File: src/pkg/dsc_pkg.sv
// Shared constants and types for the asynchronous serial channel.
package dsc_pkg;
  // Register addresses on the three address lines.
  localparam logic [2:0] ADDR_DATA   = 3'h0;
  localparam logic [2:0] ADDR_IER    = 3'h1;
  localparam logic [2:0] ADDR_IIR    = 3'h2;
  localparam logic [2:0] ADDR_LFMT   = 3'h3;
  localparam logic [2:0] ADDR_MCTL   = 3'h4;
  localparam logic [2:0] ADDR_LSTAT  = 3'h5;
  localparam logic [2:0] ADDR_MSTAT  = 3'h6;
  localparam logic [2:0] ADDR_SCR    = 3'h7;
  // Line format field positions.
  localparam int LF_STOP  = 2;
  localparam int LF_PEN   = 3;
  localparam int LF_EVEN  = 4;
  localparam int LF_STICK = 5;
  localparam int LF_BRK   = 6;
  localparam int LF_DIVISOR_ACCESS_BIT  = 7;
  // Modem control field positions.
  localparam int MC_DTR   = 0;
  localparam int MC_RTS   = 1;
  localparam int MC_OP1   = 2;
  localparam int MC_OP2   = 3;
  localparam int MC_LOOP  = 4;
  // Interrupt enable field positions.
  localparam int IE_RX    = 0;
  localparam int IE_TX    = 1;
  localparam int IE_LS    = 2;
  localparam int IE_MS    = 3;
  // Interrupt identification codes.
  localparam logic [7:0] IIR_NONE = 8'h01;
  localparam logic [7:0] IIR_LS   = 8'h06;
  localparam logic [7:0] IIR_RX   = 8'h04;
  localparam logic [7:0] IIR_TX   = 8'h02;
  localparam logic [7:0] IIR_MS   = 8'h00;
  // Values after reset.
  localparam logic [3:0]  IER_RST  = 4'h0;
  localparam logic [7:0]  LFMT_RST = 8'h00;
  localparam logic [4:0]  MCTL_RST = 5'h00;
  localparam logic [7:0]  SCR_RST  = 8'h00;
  localparam logic [15:0] DIV_RST  = 16'h0000;
  // Counts of 16x ticks.
  localparam logic [5:0] TICK_BIT_END = 6'h0F;
  localparam logic [5:0] RX_MID_TICK  = 6'h07;
  localparam logic [5:0] STOP1_TICKS  = 6'h10;
  localparam logic [5:0] STOP15_TICKS = 6'h18;
  localparam logic [5:0] STOP2_TICKS  = 6'h20;
  typedef enum logic [2:0] {SER_IDLE, SER_START, SER_DATA, SER_PAR, SER_STOP} dsc_ser_e;
endpackage

File: src/pkg/dsc_baud_if.sv
// Carrier between the channel and its baud generator.
`timescale 1ns/1ns
interface dsc_baud_if #(parameter int DIV_W = 16);
  logic [DIV_W-1:0] divisor;
  logic             tick;
  modport gen  (input divisor, output tick);
  modport user (output divisor, input tick);
endinterface

File: src/design/dsc_baud_gen.sv
// Baud generator producing the 16x bit tick from the divisor latch.
`timescale 1ns/1ns
module dsc_baud_gen #(
  parameter int DIV_W = 16
) (
  // Clock and reset
  input wire logic ref_clk,
  input wire logic rst_n,
  input wire logic clkEn,
  // Divisor in, tick out
  dsc_baud_if.gen  baud
);
  logic [DIV_W-1:0] cnt_r;
  logic             tick_r;

  if (DIV_W < 2) begin : g_chk
    $error("dsc_baud_gen: DIV_W must be at least 2");
  end

  assign baud.tick = tick_r;

  // A zero divisor stops the generator, so a freshly reset channel stays quiet.
  always_ff @(posedge ref_clk) begin
    if (!rst_n) begin
      cnt_r  <= '0;
      tick_r <= 1'b0;
    end else if (clkEn) begin
      if (baud.divisor == '0) begin
        cnt_r  <= '0;
        tick_r <= 1'b0;
      end else if (cnt_r >= baud.divisor - DIV_W'(1)) begin
        cnt_r  <= '0;
        tick_r <= 1'b1;
      end else begin
        cnt_r  <= cnt_r + DIV_W'(1);
        tick_r <= 1'b0;
      end
    end
  end
endmodule

File: src/design/dsc_channel.sv
// One asynchronous serial channel with modem control and host register port.
`timescale 1ns/1ns
module dsc_channel #(
  parameter int DATA_W = 8,
  parameter int DIV_W  = 16
) (
  // Clock, reset and enable
  input  wire logic              ref_clk,
  input  wire logic              rst_n,
  input  wire logic              clkEn,
  // Host register port
  input  wire logic              csN,
  input  wire logic [2:0]        addr,
  input  wire logic              rdN,
  input  wire logic              wrN,
  input  wire logic [DATA_W-1:0] dataIn,
  output logic      [DATA_W-1:0] dataOut,
  output logic                   interruptOut,
  // Serial line
  input  wire logic              serialReceiveIn,
  output logic                   serialTransmitOut,
  // Modem lines
  input  wire logic              ctsN,
  input  wire logic              dsrN,
  input  wire logic              ringInN,
  input  wire logic              carrierInN,
  output logic                   dtrN,
  output logic                   rtsN,
  output logic                   generalPurposeOutN
);
  if (DATA_W != 8 || DIV_W != 16) begin : g_chk
    $error("dsc_channel: only DATA_W 8 and DIV_W 16 are supported");
  end

  logic [3:0]        ier_r;
  logic [7:0]        lfmt_r;
  logic [4:0]        mctl_r;
  logic [7:0]        scr_r;
  logic [15:0]       divisor_r;
  logic              rdPrev_r, wrPrev_r;
  logic [7:0]        dataOut_r;
  logic              intOut_r, serOut_r, dtrN_r, rtsN_r, op2N_r;
  dsc_pkg::dsc_ser_e txSt_r, rxSt_r;
  logic [7:0]        thr_r, tsr_r, rxShift_r, rhr_r;
  logic              thrEmpty_r, txLine_r, txPar_r, thrIntPend_r;
  logic [5:0]        txCnt_r, rxCnt_r;
  logic [2:0]        txBit_r, rxBit_r;
  logic              rxPrev_r, rxParS_r, rxZero_r, dr_r;
  logic [3:0]        errs_r;
  logic [3:0]        msPrev_r, delta_r;
  logic              primed_r;

  dsc_baud_if #(.DIV_W(DIV_W)) baudIf ();
  assign baudIf.divisor = divisor_r;

  dsc_baud_gen #(.DIV_W(DIV_W)) u_baud (
    .ref_clk (ref_clk),
    .rst_n   (rst_n),
    .clkEn   (clkEn),
    .baud    (baudIf.gen)
  );

  // Host strobes are taken on their first low cycle, so a long strobe acts once.
  logic sel, rdEv, wrEv, divisor_access_bit, wrThr, rdRhr, rdIir, rdLsr, rdMsr, wrIer;
  assign sel   = !csN;
  assign rdEv  = sel && !rdN && rdPrev_r;
  assign wrEv  = sel && !wrN && wrPrev_r;
  assign divisor_access_bit  = lfmt_r[dsc_pkg::LF_DIVISOR_ACCESS_BIT];
  assign wrThr = wrEv && addr == dsc_pkg::ADDR_DATA && !divisor_access_bit;
  assign wrIer = wrEv && addr == dsc_pkg::ADDR_IER && !divisor_access_bit;
  assign rdRhr = rdEv && addr == dsc_pkg::ADDR_DATA && !divisor_access_bit;
  assign rdIir = rdEv && addr == dsc_pkg::ADDR_IIR;
  assign rdLsr = rdEv && addr == dsc_pkg::ADDR_LSTAT;
  assign rdMsr = rdEv && addr == dsc_pkg::ADDR_MSTAT;

  // Character format shared by both directions.
  logic [1:0] wordLen;
  logic [2:0] lastBit;
  logic [7:0] dataMask;
  logic [5:0] stopTicks;
  logic       pen, loopMode, tick;
  assign wordLen  = lfmt_r[1:0];
  assign lastBit  = {1'b1, wordLen};
  assign dataMask = 8'(8'hFF >> (2'd3 - wordLen));
  assign pen      = lfmt_r[dsc_pkg::LF_PEN];
  assign loopMode = mctl_r[dsc_pkg::MC_LOOP];
  assign tick     = baudIf.tick;
  assign stopTicks = !lfmt_r[dsc_pkg::LF_STOP] ? dsc_pkg::STOP1_TICKS :
                     (wordLen == 2'b00 ? dsc_pkg::STOP15_TICKS : dsc_pkg::STOP2_TICKS);

  function automatic logic parOf(input logic [7:0] d);
    if (lfmt_r[dsc_pkg::LF_STICK]) begin
      return !lfmt_r[dsc_pkg::LF_EVEN];
    end
    return lfmt_r[dsc_pkg::LF_EVEN] ? ^d : ~^d;
  endfunction

  // Register writes.
  always_ff @(posedge ref_clk) begin
    if (!rst_n) begin
      ier_r     <= dsc_pkg::IER_RST;
      lfmt_r    <= dsc_pkg::LFMT_RST;
      mctl_r    <= dsc_pkg::MCTL_RST;
      scr_r     <= dsc_pkg::SCR_RST;
      divisor_r <= dsc_pkg::DIV_RST;
    end else if (clkEn && wrEv) begin
      unique case (addr)
        dsc_pkg::ADDR_DATA: if (divisor_access_bit) divisor_r[7:0] <= dataIn;
        dsc_pkg::ADDR_IER: begin
          if (divisor_access_bit) divisor_r[15:8] <= dataIn;
          else ier_r <= dataIn[3:0];
        end
        dsc_pkg::ADDR_LFMT: lfmt_r <= dataIn;
        dsc_pkg::ADDR_MCTL: mctl_r <= dataIn[4:0];
        dsc_pkg::ADDR_SCR:  scr_r  <= dataIn;
        default: ;
      endcase
    end
  end

  // Transmitter. A write while the holding register is full is dropped.
  logic txLoad;
  assign txLoad = tick && txSt_r == dsc_pkg::SER_IDLE && !thrEmpty_r;
  always_ff @(posedge ref_clk) begin
    if (!rst_n) begin
      txSt_r     <= dsc_pkg::SER_IDLE;
      txLine_r   <= 1'b1;
      thr_r      <= '0;
      tsr_r      <= '0;
      thrEmpty_r <= 1'b1;
      txCnt_r    <= '0;
      txBit_r    <= '0;
      txPar_r    <= 1'b0;
    end else if (clkEn) begin
      if (wrThr && thrEmpty_r) begin
        thr_r      <= dataIn;
        thrEmpty_r <= 1'b0;
      end
      if (tick) begin
        txCnt_r <= txCnt_r + 6'h01;
        unique case (txSt_r)
          dsc_pkg::SER_IDLE: begin
            txCnt_r <= '0;
            if (!thrEmpty_r) begin
              tsr_r      <= thr_r & dataMask;
              txPar_r    <= parOf(thr_r & dataMask);
              thrEmpty_r <= 1'b1;
              txLine_r   <= 1'b0;
              txSt_r     <= dsc_pkg::SER_START;
            end
          end
          dsc_pkg::SER_START: if (txCnt_r == dsc_pkg::TICK_BIT_END) begin
            txCnt_r  <= '0;
            txBit_r  <= '0;
            txLine_r <= tsr_r[0];
            txSt_r   <= dsc_pkg::SER_DATA;
          end
          dsc_pkg::SER_DATA: if (txCnt_r == dsc_pkg::TICK_BIT_END) begin
            txCnt_r <= '0;
            if (txBit_r == lastBit) begin
              txLine_r <= pen ? txPar_r : 1'b1;
              txSt_r   <= pen ? dsc_pkg::SER_PAR : dsc_pkg::SER_STOP;
            end else begin
              txBit_r  <= txBit_r + 3'h1;
              tsr_r    <= tsr_r >> 1;
              txLine_r <= tsr_r[1];
            end
          end
          dsc_pkg::SER_PAR: if (txCnt_r == dsc_pkg::TICK_BIT_END) begin
            txCnt_r  <= '0;
            txLine_r <= 1'b1;
            txSt_r   <= dsc_pkg::SER_STOP;
          end
          dsc_pkg::SER_STOP: if (txCnt_r == stopTicks - 6'h01) begin
            txSt_r <= dsc_pkg::SER_IDLE;
          end
          default: txSt_r <= dsc_pkg::SER_IDLE;
        endcase
      end
    end
  end

  // Interrupt sources and identification.
  logic       lsPend, rxPend, txPend, msPend, anyPend;
  logic [7:0] iirVal, lsrVal, msrVal;
  logic [3:0] msNow;
  assign lsPend  = ier_r[dsc_pkg::IE_LS] && |errs_r;
  assign rxPend  = ier_r[dsc_pkg::IE_RX] && dr_r;
  assign txPend  = ier_r[dsc_pkg::IE_TX] && thrIntPend_r;
  assign msPend  = ier_r[dsc_pkg::IE_MS] && |delta_r;
  assign anyPend = lsPend || rxPend || txPend || msPend;
  assign iirVal  = lsPend ? dsc_pkg::IIR_LS : rxPend ? dsc_pkg::IIR_RX :
                   txPend ? dsc_pkg::IIR_TX : msPend ? dsc_pkg::IIR_MS : dsc_pkg::IIR_NONE;

  // Transmit-empty interrupt: set on transfer or on enabling while empty; set wins.
  always_ff @(posedge ref_clk) begin
    if (!rst_n) begin
      thrIntPend_r <= 1'b0;
    end else if (clkEn) begin
      if (txLoad || (wrIer && dataIn[dsc_pkg::IE_TX] && !ier_r[dsc_pkg::IE_TX] && thrEmpty_r)) begin
        thrIntPend_r <= 1'b1;
      end else if (wrThr || (rdIir && iirVal == dsc_pkg::IIR_TX)) begin
        thrIntPend_r <= 1'b0;
      end
    end
  end

  // Receiver. The input is taken synchronous; loopback feeds the transmit line in.
  logic rxIn, rxDone, rxExpect;
  logic [7:0] rxData;
  assign rxIn   = loopMode ? txLine_r : serialReceiveIn;
  assign rxDone = tick && rxSt_r == dsc_pkg::SER_STOP && rxCnt_r == dsc_pkg::TICK_BIT_END;
  assign rxData = 8'(rxShift_r >> (2'd3 - wordLen));
  assign rxExpect = parOf(rxData);
  always_ff @(posedge ref_clk) begin
    if (!rst_n) begin
      rxSt_r    <= dsc_pkg::SER_IDLE;
      rxPrev_r  <= 1'b1;
      rxCnt_r   <= '0;
      rxBit_r   <= '0;
      rxShift_r <= '0;
      rxParS_r  <= 1'b0;
      rxZero_r  <= 1'b0;
    end else if (clkEn) begin
      rxPrev_r <= rxIn;
      if (rxSt_r == dsc_pkg::SER_IDLE) begin
        rxCnt_r <= '0;
        if (rxPrev_r && !rxIn) rxSt_r <= dsc_pkg::SER_START;
      end else if (tick) begin
        rxCnt_r <= rxCnt_r + 6'h01;
        unique case (rxSt_r)
          dsc_pkg::SER_START: if (rxCnt_r == dsc_pkg::RX_MID_TICK) begin
            rxCnt_r  <= '0;
            rxBit_r  <= '0;
            rxZero_r <= 1'b1;
            rxSt_r   <= rxIn ? dsc_pkg::SER_IDLE : dsc_pkg::SER_DATA;
          end
          dsc_pkg::SER_DATA: if (rxCnt_r == dsc_pkg::TICK_BIT_END) begin
            rxCnt_r   <= '0;
            rxShift_r <= {rxIn, rxShift_r[7:1]};
            rxZero_r  <= rxZero_r && !rxIn;
            rxBit_r   <= rxBit_r + 3'h1;
            if (rxBit_r == lastBit) begin
              rxSt_r <= pen ? dsc_pkg::SER_PAR : dsc_pkg::SER_STOP;
            end
          end
          dsc_pkg::SER_PAR: if (rxCnt_r == dsc_pkg::TICK_BIT_END) begin
            rxCnt_r  <= '0;
            rxParS_r <= rxIn;
            rxSt_r   <= dsc_pkg::SER_STOP;
          end
          dsc_pkg::SER_STOP: if (rxCnt_r == dsc_pkg::TICK_BIT_END) begin
            rxSt_r <= dsc_pkg::SER_IDLE;
          end
          default: rxSt_r <= dsc_pkg::SER_IDLE;
        endcase
      end
    end
  end

  // Receive holding and line status flags; a new event beats a clearing read.
  logic [3:0] errSet;
  assign errSet = rxDone ? {rxZero_r && !rxIn && !(pen && rxParS_r),
                            !rxIn, pen && rxParS_r != rxExpect, dr_r} : 4'h0;
  always_ff @(posedge ref_clk) begin
    if (!rst_n) begin
      rhr_r  <= '0;
      dr_r   <= 1'b0;
      errs_r <= '0;
    end else if (clkEn) begin
      if (rxDone) begin
        rhr_r <= rxData;
        dr_r  <= 1'b1;
      end else if (rdRhr) begin
        dr_r <= 1'b0;
      end
      errs_r <= errSet | (rdLsr ? 4'h0 : errs_r);
    end
  end
  assign lsrVal = {1'b0, thrEmpty_r && txSt_r == dsc_pkg::SER_IDLE, thrEmpty_r, errs_r, dr_r};

  // Modem status. The first cycle after reset only primes the previous levels.
  assign msNow = loopMode ? {mctl_r[dsc_pkg::MC_OP2], mctl_r[dsc_pkg::MC_OP1],
                             mctl_r[dsc_pkg::MC_DTR], mctl_r[dsc_pkg::MC_RTS]} :
                            {!carrierInN, !ringInN, !dsrN, !ctsN};
  always_ff @(posedge ref_clk) begin
    if (!rst_n) begin
      msPrev_r <= '0;
      primed_r <= 1'b0;
      delta_r  <= '0;
    end else if (clkEn) begin
      msPrev_r <= msNow;
      primed_r <= 1'b1;
      delta_r  <= (primed_r ? {msPrev_r[3] ^ msNow[3], msPrev_r[2] && !msNow[2],
                               msPrev_r[1:0] ^ msNow[1:0]} : 4'h0) | (rdMsr ? 4'h0 : delta_r);
    end
  end
  assign msrVal = {msNow, delta_r};

  // Host read data and strobe history.
  logic [7:0] rdVal;
  always_comb begin
    rdVal = 8'h00;
    unique case (addr)
      dsc_pkg::ADDR_DATA:  rdVal = divisor_access_bit ? 8'h00 : rhr_r;
      dsc_pkg::ADDR_IIR:   rdVal = iirVal;
      dsc_pkg::ADDR_LSTAT: rdVal = lsrVal;
      dsc_pkg::ADDR_MSTAT: rdVal = msrVal;
      dsc_pkg::ADDR_SCR:   rdVal = scr_r;
      default:             rdVal = 8'h00;
    endcase
  end
  always_ff @(posedge ref_clk) begin
    if (!rst_n) begin
      rdPrev_r  <= 1'b1;
      wrPrev_r  <= 1'b1;
      dataOut_r <= 8'h00;
    end else if (clkEn) begin
      rdPrev_r <= !(sel && !rdN);
      wrPrev_r <= !(sel && !wrN);
      if (rdEv) dataOut_r <= rdVal;
    end
  end

  // Pins. Break and loopback override the transmit line here, after the shifter.
  always_ff @(posedge ref_clk) begin
    if (!rst_n) begin
      serOut_r <= 1'b1;
      dtrN_r   <= 1'b1;
      rtsN_r   <= 1'b1;
      op2N_r   <= 1'b1;
      intOut_r <= 1'b0;
    end else if (clkEn) begin
      serOut_r <= loopMode ? 1'b1 : (lfmt_r[dsc_pkg::LF_BRK] ? 1'b0 : txLine_r);
      dtrN_r   <= !mctl_r[dsc_pkg::MC_DTR];
      rtsN_r   <= !mctl_r[dsc_pkg::MC_RTS];
      op2N_r   <= !mctl_r[dsc_pkg::MC_OP2];
      intOut_r <= anyPend;
    end
  end
  assign dataOut            = dataOut_r;
  assign interruptOut       = intOut_r;
  assign serialTransmitOut  = serOut_r;
  assign dtrN               = dtrN_r;
  assign rtsN               = rtsN_r;
  assign generalPurposeOutN = op2N_r;
endmodule

File: config.mk
export PLATFORM = sky130hd
export DESIGN_NAME = dsc_channel
export DESIGN_NICKNAME = d
export VERILOG_FILES = /design/src/pkg/dsc_pkg.sv /design/src/pkg/dsc_baud_if.sv /design/src/design/dsc_baud_gen.sv /design/src/design/dsc_channel.sv
export SDC_FILE = /design/constraint.sdc
export NUM_CORES = 1
export LEC_CHECK = 0
export BUFFER_PORTS_ARGS = -buffer_cell sky130_fd_sc_hd__buf_2
export CORE_ASPECT_RATIO = 0.75
export CORE_MARGIN = 8
export CORE_UTILIZATION = 30
export DETAILED_ROUTE_END_ITERATION = 7
export GPL_TIMING_DRIVEN = 0
export PLACE_DENSITY = 0.45
export RECOVER_POWER = 50
export SETUP_SLACK_MARGIN = 0.1
export SLEW_MARGIN = 15
export SYNTH_ARGS = -nofsm -noshare
export SYNTH_HDL_FRONTEND = slang
export SYNTH_SLANG_ARGS = --single-unit
File: constraint.sdc
create_clock -name ref_clk -period 4.8 [get_ports ref_clk]
set_input_delay 0.48 -clock ref_clk [delete_from_list [all_inputs] [get_ports ref_clk]]
set_output_delay 0.48 -clock ref_clk [all_outputs]
set_load 0.005 [all_outputs]
==> results.txt <==
Multi-input gate area: 0.00454 mm^2
PostCTS Resize Cnt: 0
Ys async rst share: 0
Period Utilization, post-route: 0.851
Number of synthesized register bits: 150
YS warnings: 0
Pin count of the biggest net entering global routing: 17
CP dominant cell by count: nand2_1
CP arrival: 4.42 ns
WL/cell: 18.1 um
Worst r2r src: baudIf.divisor[0]$_SDFFE_PN0P_
Gr ovfl total: 0
CTS H-tree depth: 4
Dominant synthesized flop cell: dfxtp_1
Initial Util: 0.304
Detailed Place HPWL: 18,200 um
Final non-filler cell total: 1,350
Critical Path Start: baudIf.divisor[0]$_SDFFE_PN0P_
CTS Buf Count: 17
Vias/cell: 5.00
Post-Route Setup TNS: 0 ns
WP buf/inv: 1
Minimum clock period: 4.09 ns
Max FO, Critical Path: 6
Filler cells: 2,806
Gate Count Post-Synth: 944
Root buffer cell: clkbuf_16
Total Power: 2.76 mW
Final GP Congestion: 0.812
Vias in the first global route: 6,355
Leak Pwr: 3.37 nW
DR vias: 6,752
Number of synthesized flops with an enable pin: 0
Unrepaired setup endpoints after global routing: false
CP Data Required Time: 5.13 ns
Post-CTS setup buffers: 0
Worst Tran Pin Value: 1.03 ns
Later-pin clock latency in the skew report: 0.44 ns
Hold Startpoint: wrN
CTS tree: built
Max frequency: 245 MHz
CP max-delay cell: or4_2
Crit path max-delay family: simple AND/OR/NAND/NOR gates
Core Region: 0.0259 mm^2
Drt first pass iters: 5
Ant. Diodes: 0
Final setup viols: 0
Flip-flop and latch area: 0.00300 mm^2
Mapped cell area: 0.00787 mm^2
Final hold vios: 0
Clk sinks: 150
Crit end category: flop
Most used cells in the layout excluding fill and tap cells: dfxtp_1 (150), nor2_1 (147), nand2_1 (104)
Initial antenna violation count: 0
Routed WL: 24,500 um
First-pass GRT wire length: 38,300 um
Max VDD drop: 261 uV
Die width: 203 um
Crit-path cells: inv_1 > ha_1 > nor3b_1 > nand2_1 > or4_2 > xor2_1 > ha_1 > nand2_1 > o21ai_0 > or3_1 > a31oi_1 > o21a_1 > nand2_1 > o41ai_1
Die area: 0.0317 mm^2
Syn Nets: 988
Clock Tree Buf Depth: 2
Cell row count: 51
Max-slew headroom: 0.309
Ports: 35
Dpl cells: 1,319
Final Skew: 0.0134 ns
Share of layout cells above drive strength 1: 0.0795
Final Slew Violations: 0
Number of DRC markers in iteration 0: 418
Startpoint Class: flop
Mean post-synth cell area: 8.34 um^2
Commonest non-fill, non-tap cell in the layout: dfxtp_1
Seq/Total Area, Yosys: 0.381
Tot GR Track Use: 0.155
NumNets Final: 1,038
Power Density: 306 mW/mm^2
Post-route DRC: 0
Worst-path clk slew: 0.07 ns
Area Growth Syn to Fin: 14.3%
Setup CP Type: flop to flop
Final Util: 0.347
Cts hold-fix bufs: 0
Status: finished, final reports clean
# Max-Cap Violations: 0
Antenna Nets Post-Route: 0
Hold Crit Class: input pin to flop
Crit-path max cell delay: 0.59 ns
Die height: 156 um
Buffers on Ports: 31
Synth cell types: 77
## stage by stage
step / hold slack [ns] / instance area [um^2] / worst slack (ns)
after global routing: 0.411 / 9000 / 0.292
after floorplan: 0.432 / 7870 / 1.44
after detailed placement: 0.446 / 8460 / 0.708
after CTS: 0.379 / 9030 / 0.642
final: 0.397 / 9000 / 0.713
after global placement: 0.447 / 8460 / 0.707
## power breakdown
group	internal, mW	switching (mW)
Combinational	0.0387	0.104
Clock	0.778	0.574
Sequential	1.25	0.00674
## sequential cells by signal (all words and copies together), names as in the netlist, 4 cells and up
name	cells
errs_r	4
u_baud.cnt_r	16
rhr_r	8
thr_r	8
txCnt_r	6
delta_r	4
rxCnt_r	6
tsr_r	8
msPrev_r	4
lfmt_r	8
ier_r	4
baudIf.divisor	16
scr_r	8
rxShift_r	8
dataOut	8
mctl_r	5
## cell usage after synthesis (all sizes together), types with 6 or more instances
cell type | n | area share
a211oi | 12 | 0.011
a21oi | 60 | 0.038
a22o | 7 | 0.0079
a22oi | 7 | 0.0067
a31oi | 12 | 0.0095
and2 | 6 | 0.0048
and3 | 10 | 0.0079
buf | 16 | 0.011
clkbuf | 38 | 0.018
dfxtp | 150 | 0.38
ha | 22 | 0.035
inv | 24 | 0.011
mux2i | 81 | 0.10
nand2 | 105 | 0.051
nand2b | 9 | 0.0072
nand3 | 31 | 0.020
nor2 | 147 | 0.070
nor2b | 6 | 0.0048
nor3 | 20 | 0.016
nor4 | 8 | 0.014
o21ai | 43 | 0.028
o31ai | 9 | 0.0086
or4 | 8 | 0.0084
xnor2 | 24 | 0.027
xor2 | 15 | 0.017
## path summary, 6_finish.rpt
path	endpoint	slack [ns]	depth (start not counted)
setup / recovery	u_baud.cnt_r[9]$_SDFFE_PN0P_	0.71	14
setup reg to reg	u_baud.cnt_r[9]$_SDFFE_PN0P_	0.71	14
hold reg to reg	rhr_r[2]$_SDFFE_PN0P_	0.45	2
hold / removal	wrPrev_r$_SDFFE_PN1P_	0.40	5
## tightest hold or removal path: stages
cell,delay (ns)
buf_2,0.09
nor2_1,0.05
nand2_1,0.05
o21ai_0,0.07
nand2_1,0.06
## logic make-up (layout without fill, tap and decap cells)
group / after synthesis / in the layout / synth area share
AO/OA/AOI/OAI: 187 / 187 / 0.151
XOR/XNOR: 40 / 40 / 0.0462
adder cells (fa/ha/maj): 22 / 22 / 0.0350
buffers and inverters: 79 / 141 / 0.0416
flip-flops: 150 / 150 / 0.381
multiplexers: 84 / 84 / 0.108
AND/OR/NAND/NOR: 382 / 382 / 0.237
## routing by layer
metal	wire length, um	share of wire	GRT usage
met1	13600	0.56	0.233
met2	9590	0.39	0.216
met3	978	0.040	0.0390
met4	285	0.012	0.0376
met5	0	0	0
## area by class of cell
cell class	instances	share of cell area
clock buffer	20	0.0496
tap	344	0.0478
clock inverter	11	0.0140
inverter	25	0.0104
timing repair buffer	31	0.0150
buffer	54	0.0254
multi-input combinational	715	0.504
sequential	150	0.334
Note: power is estimated with default switching activity, not from simulation.
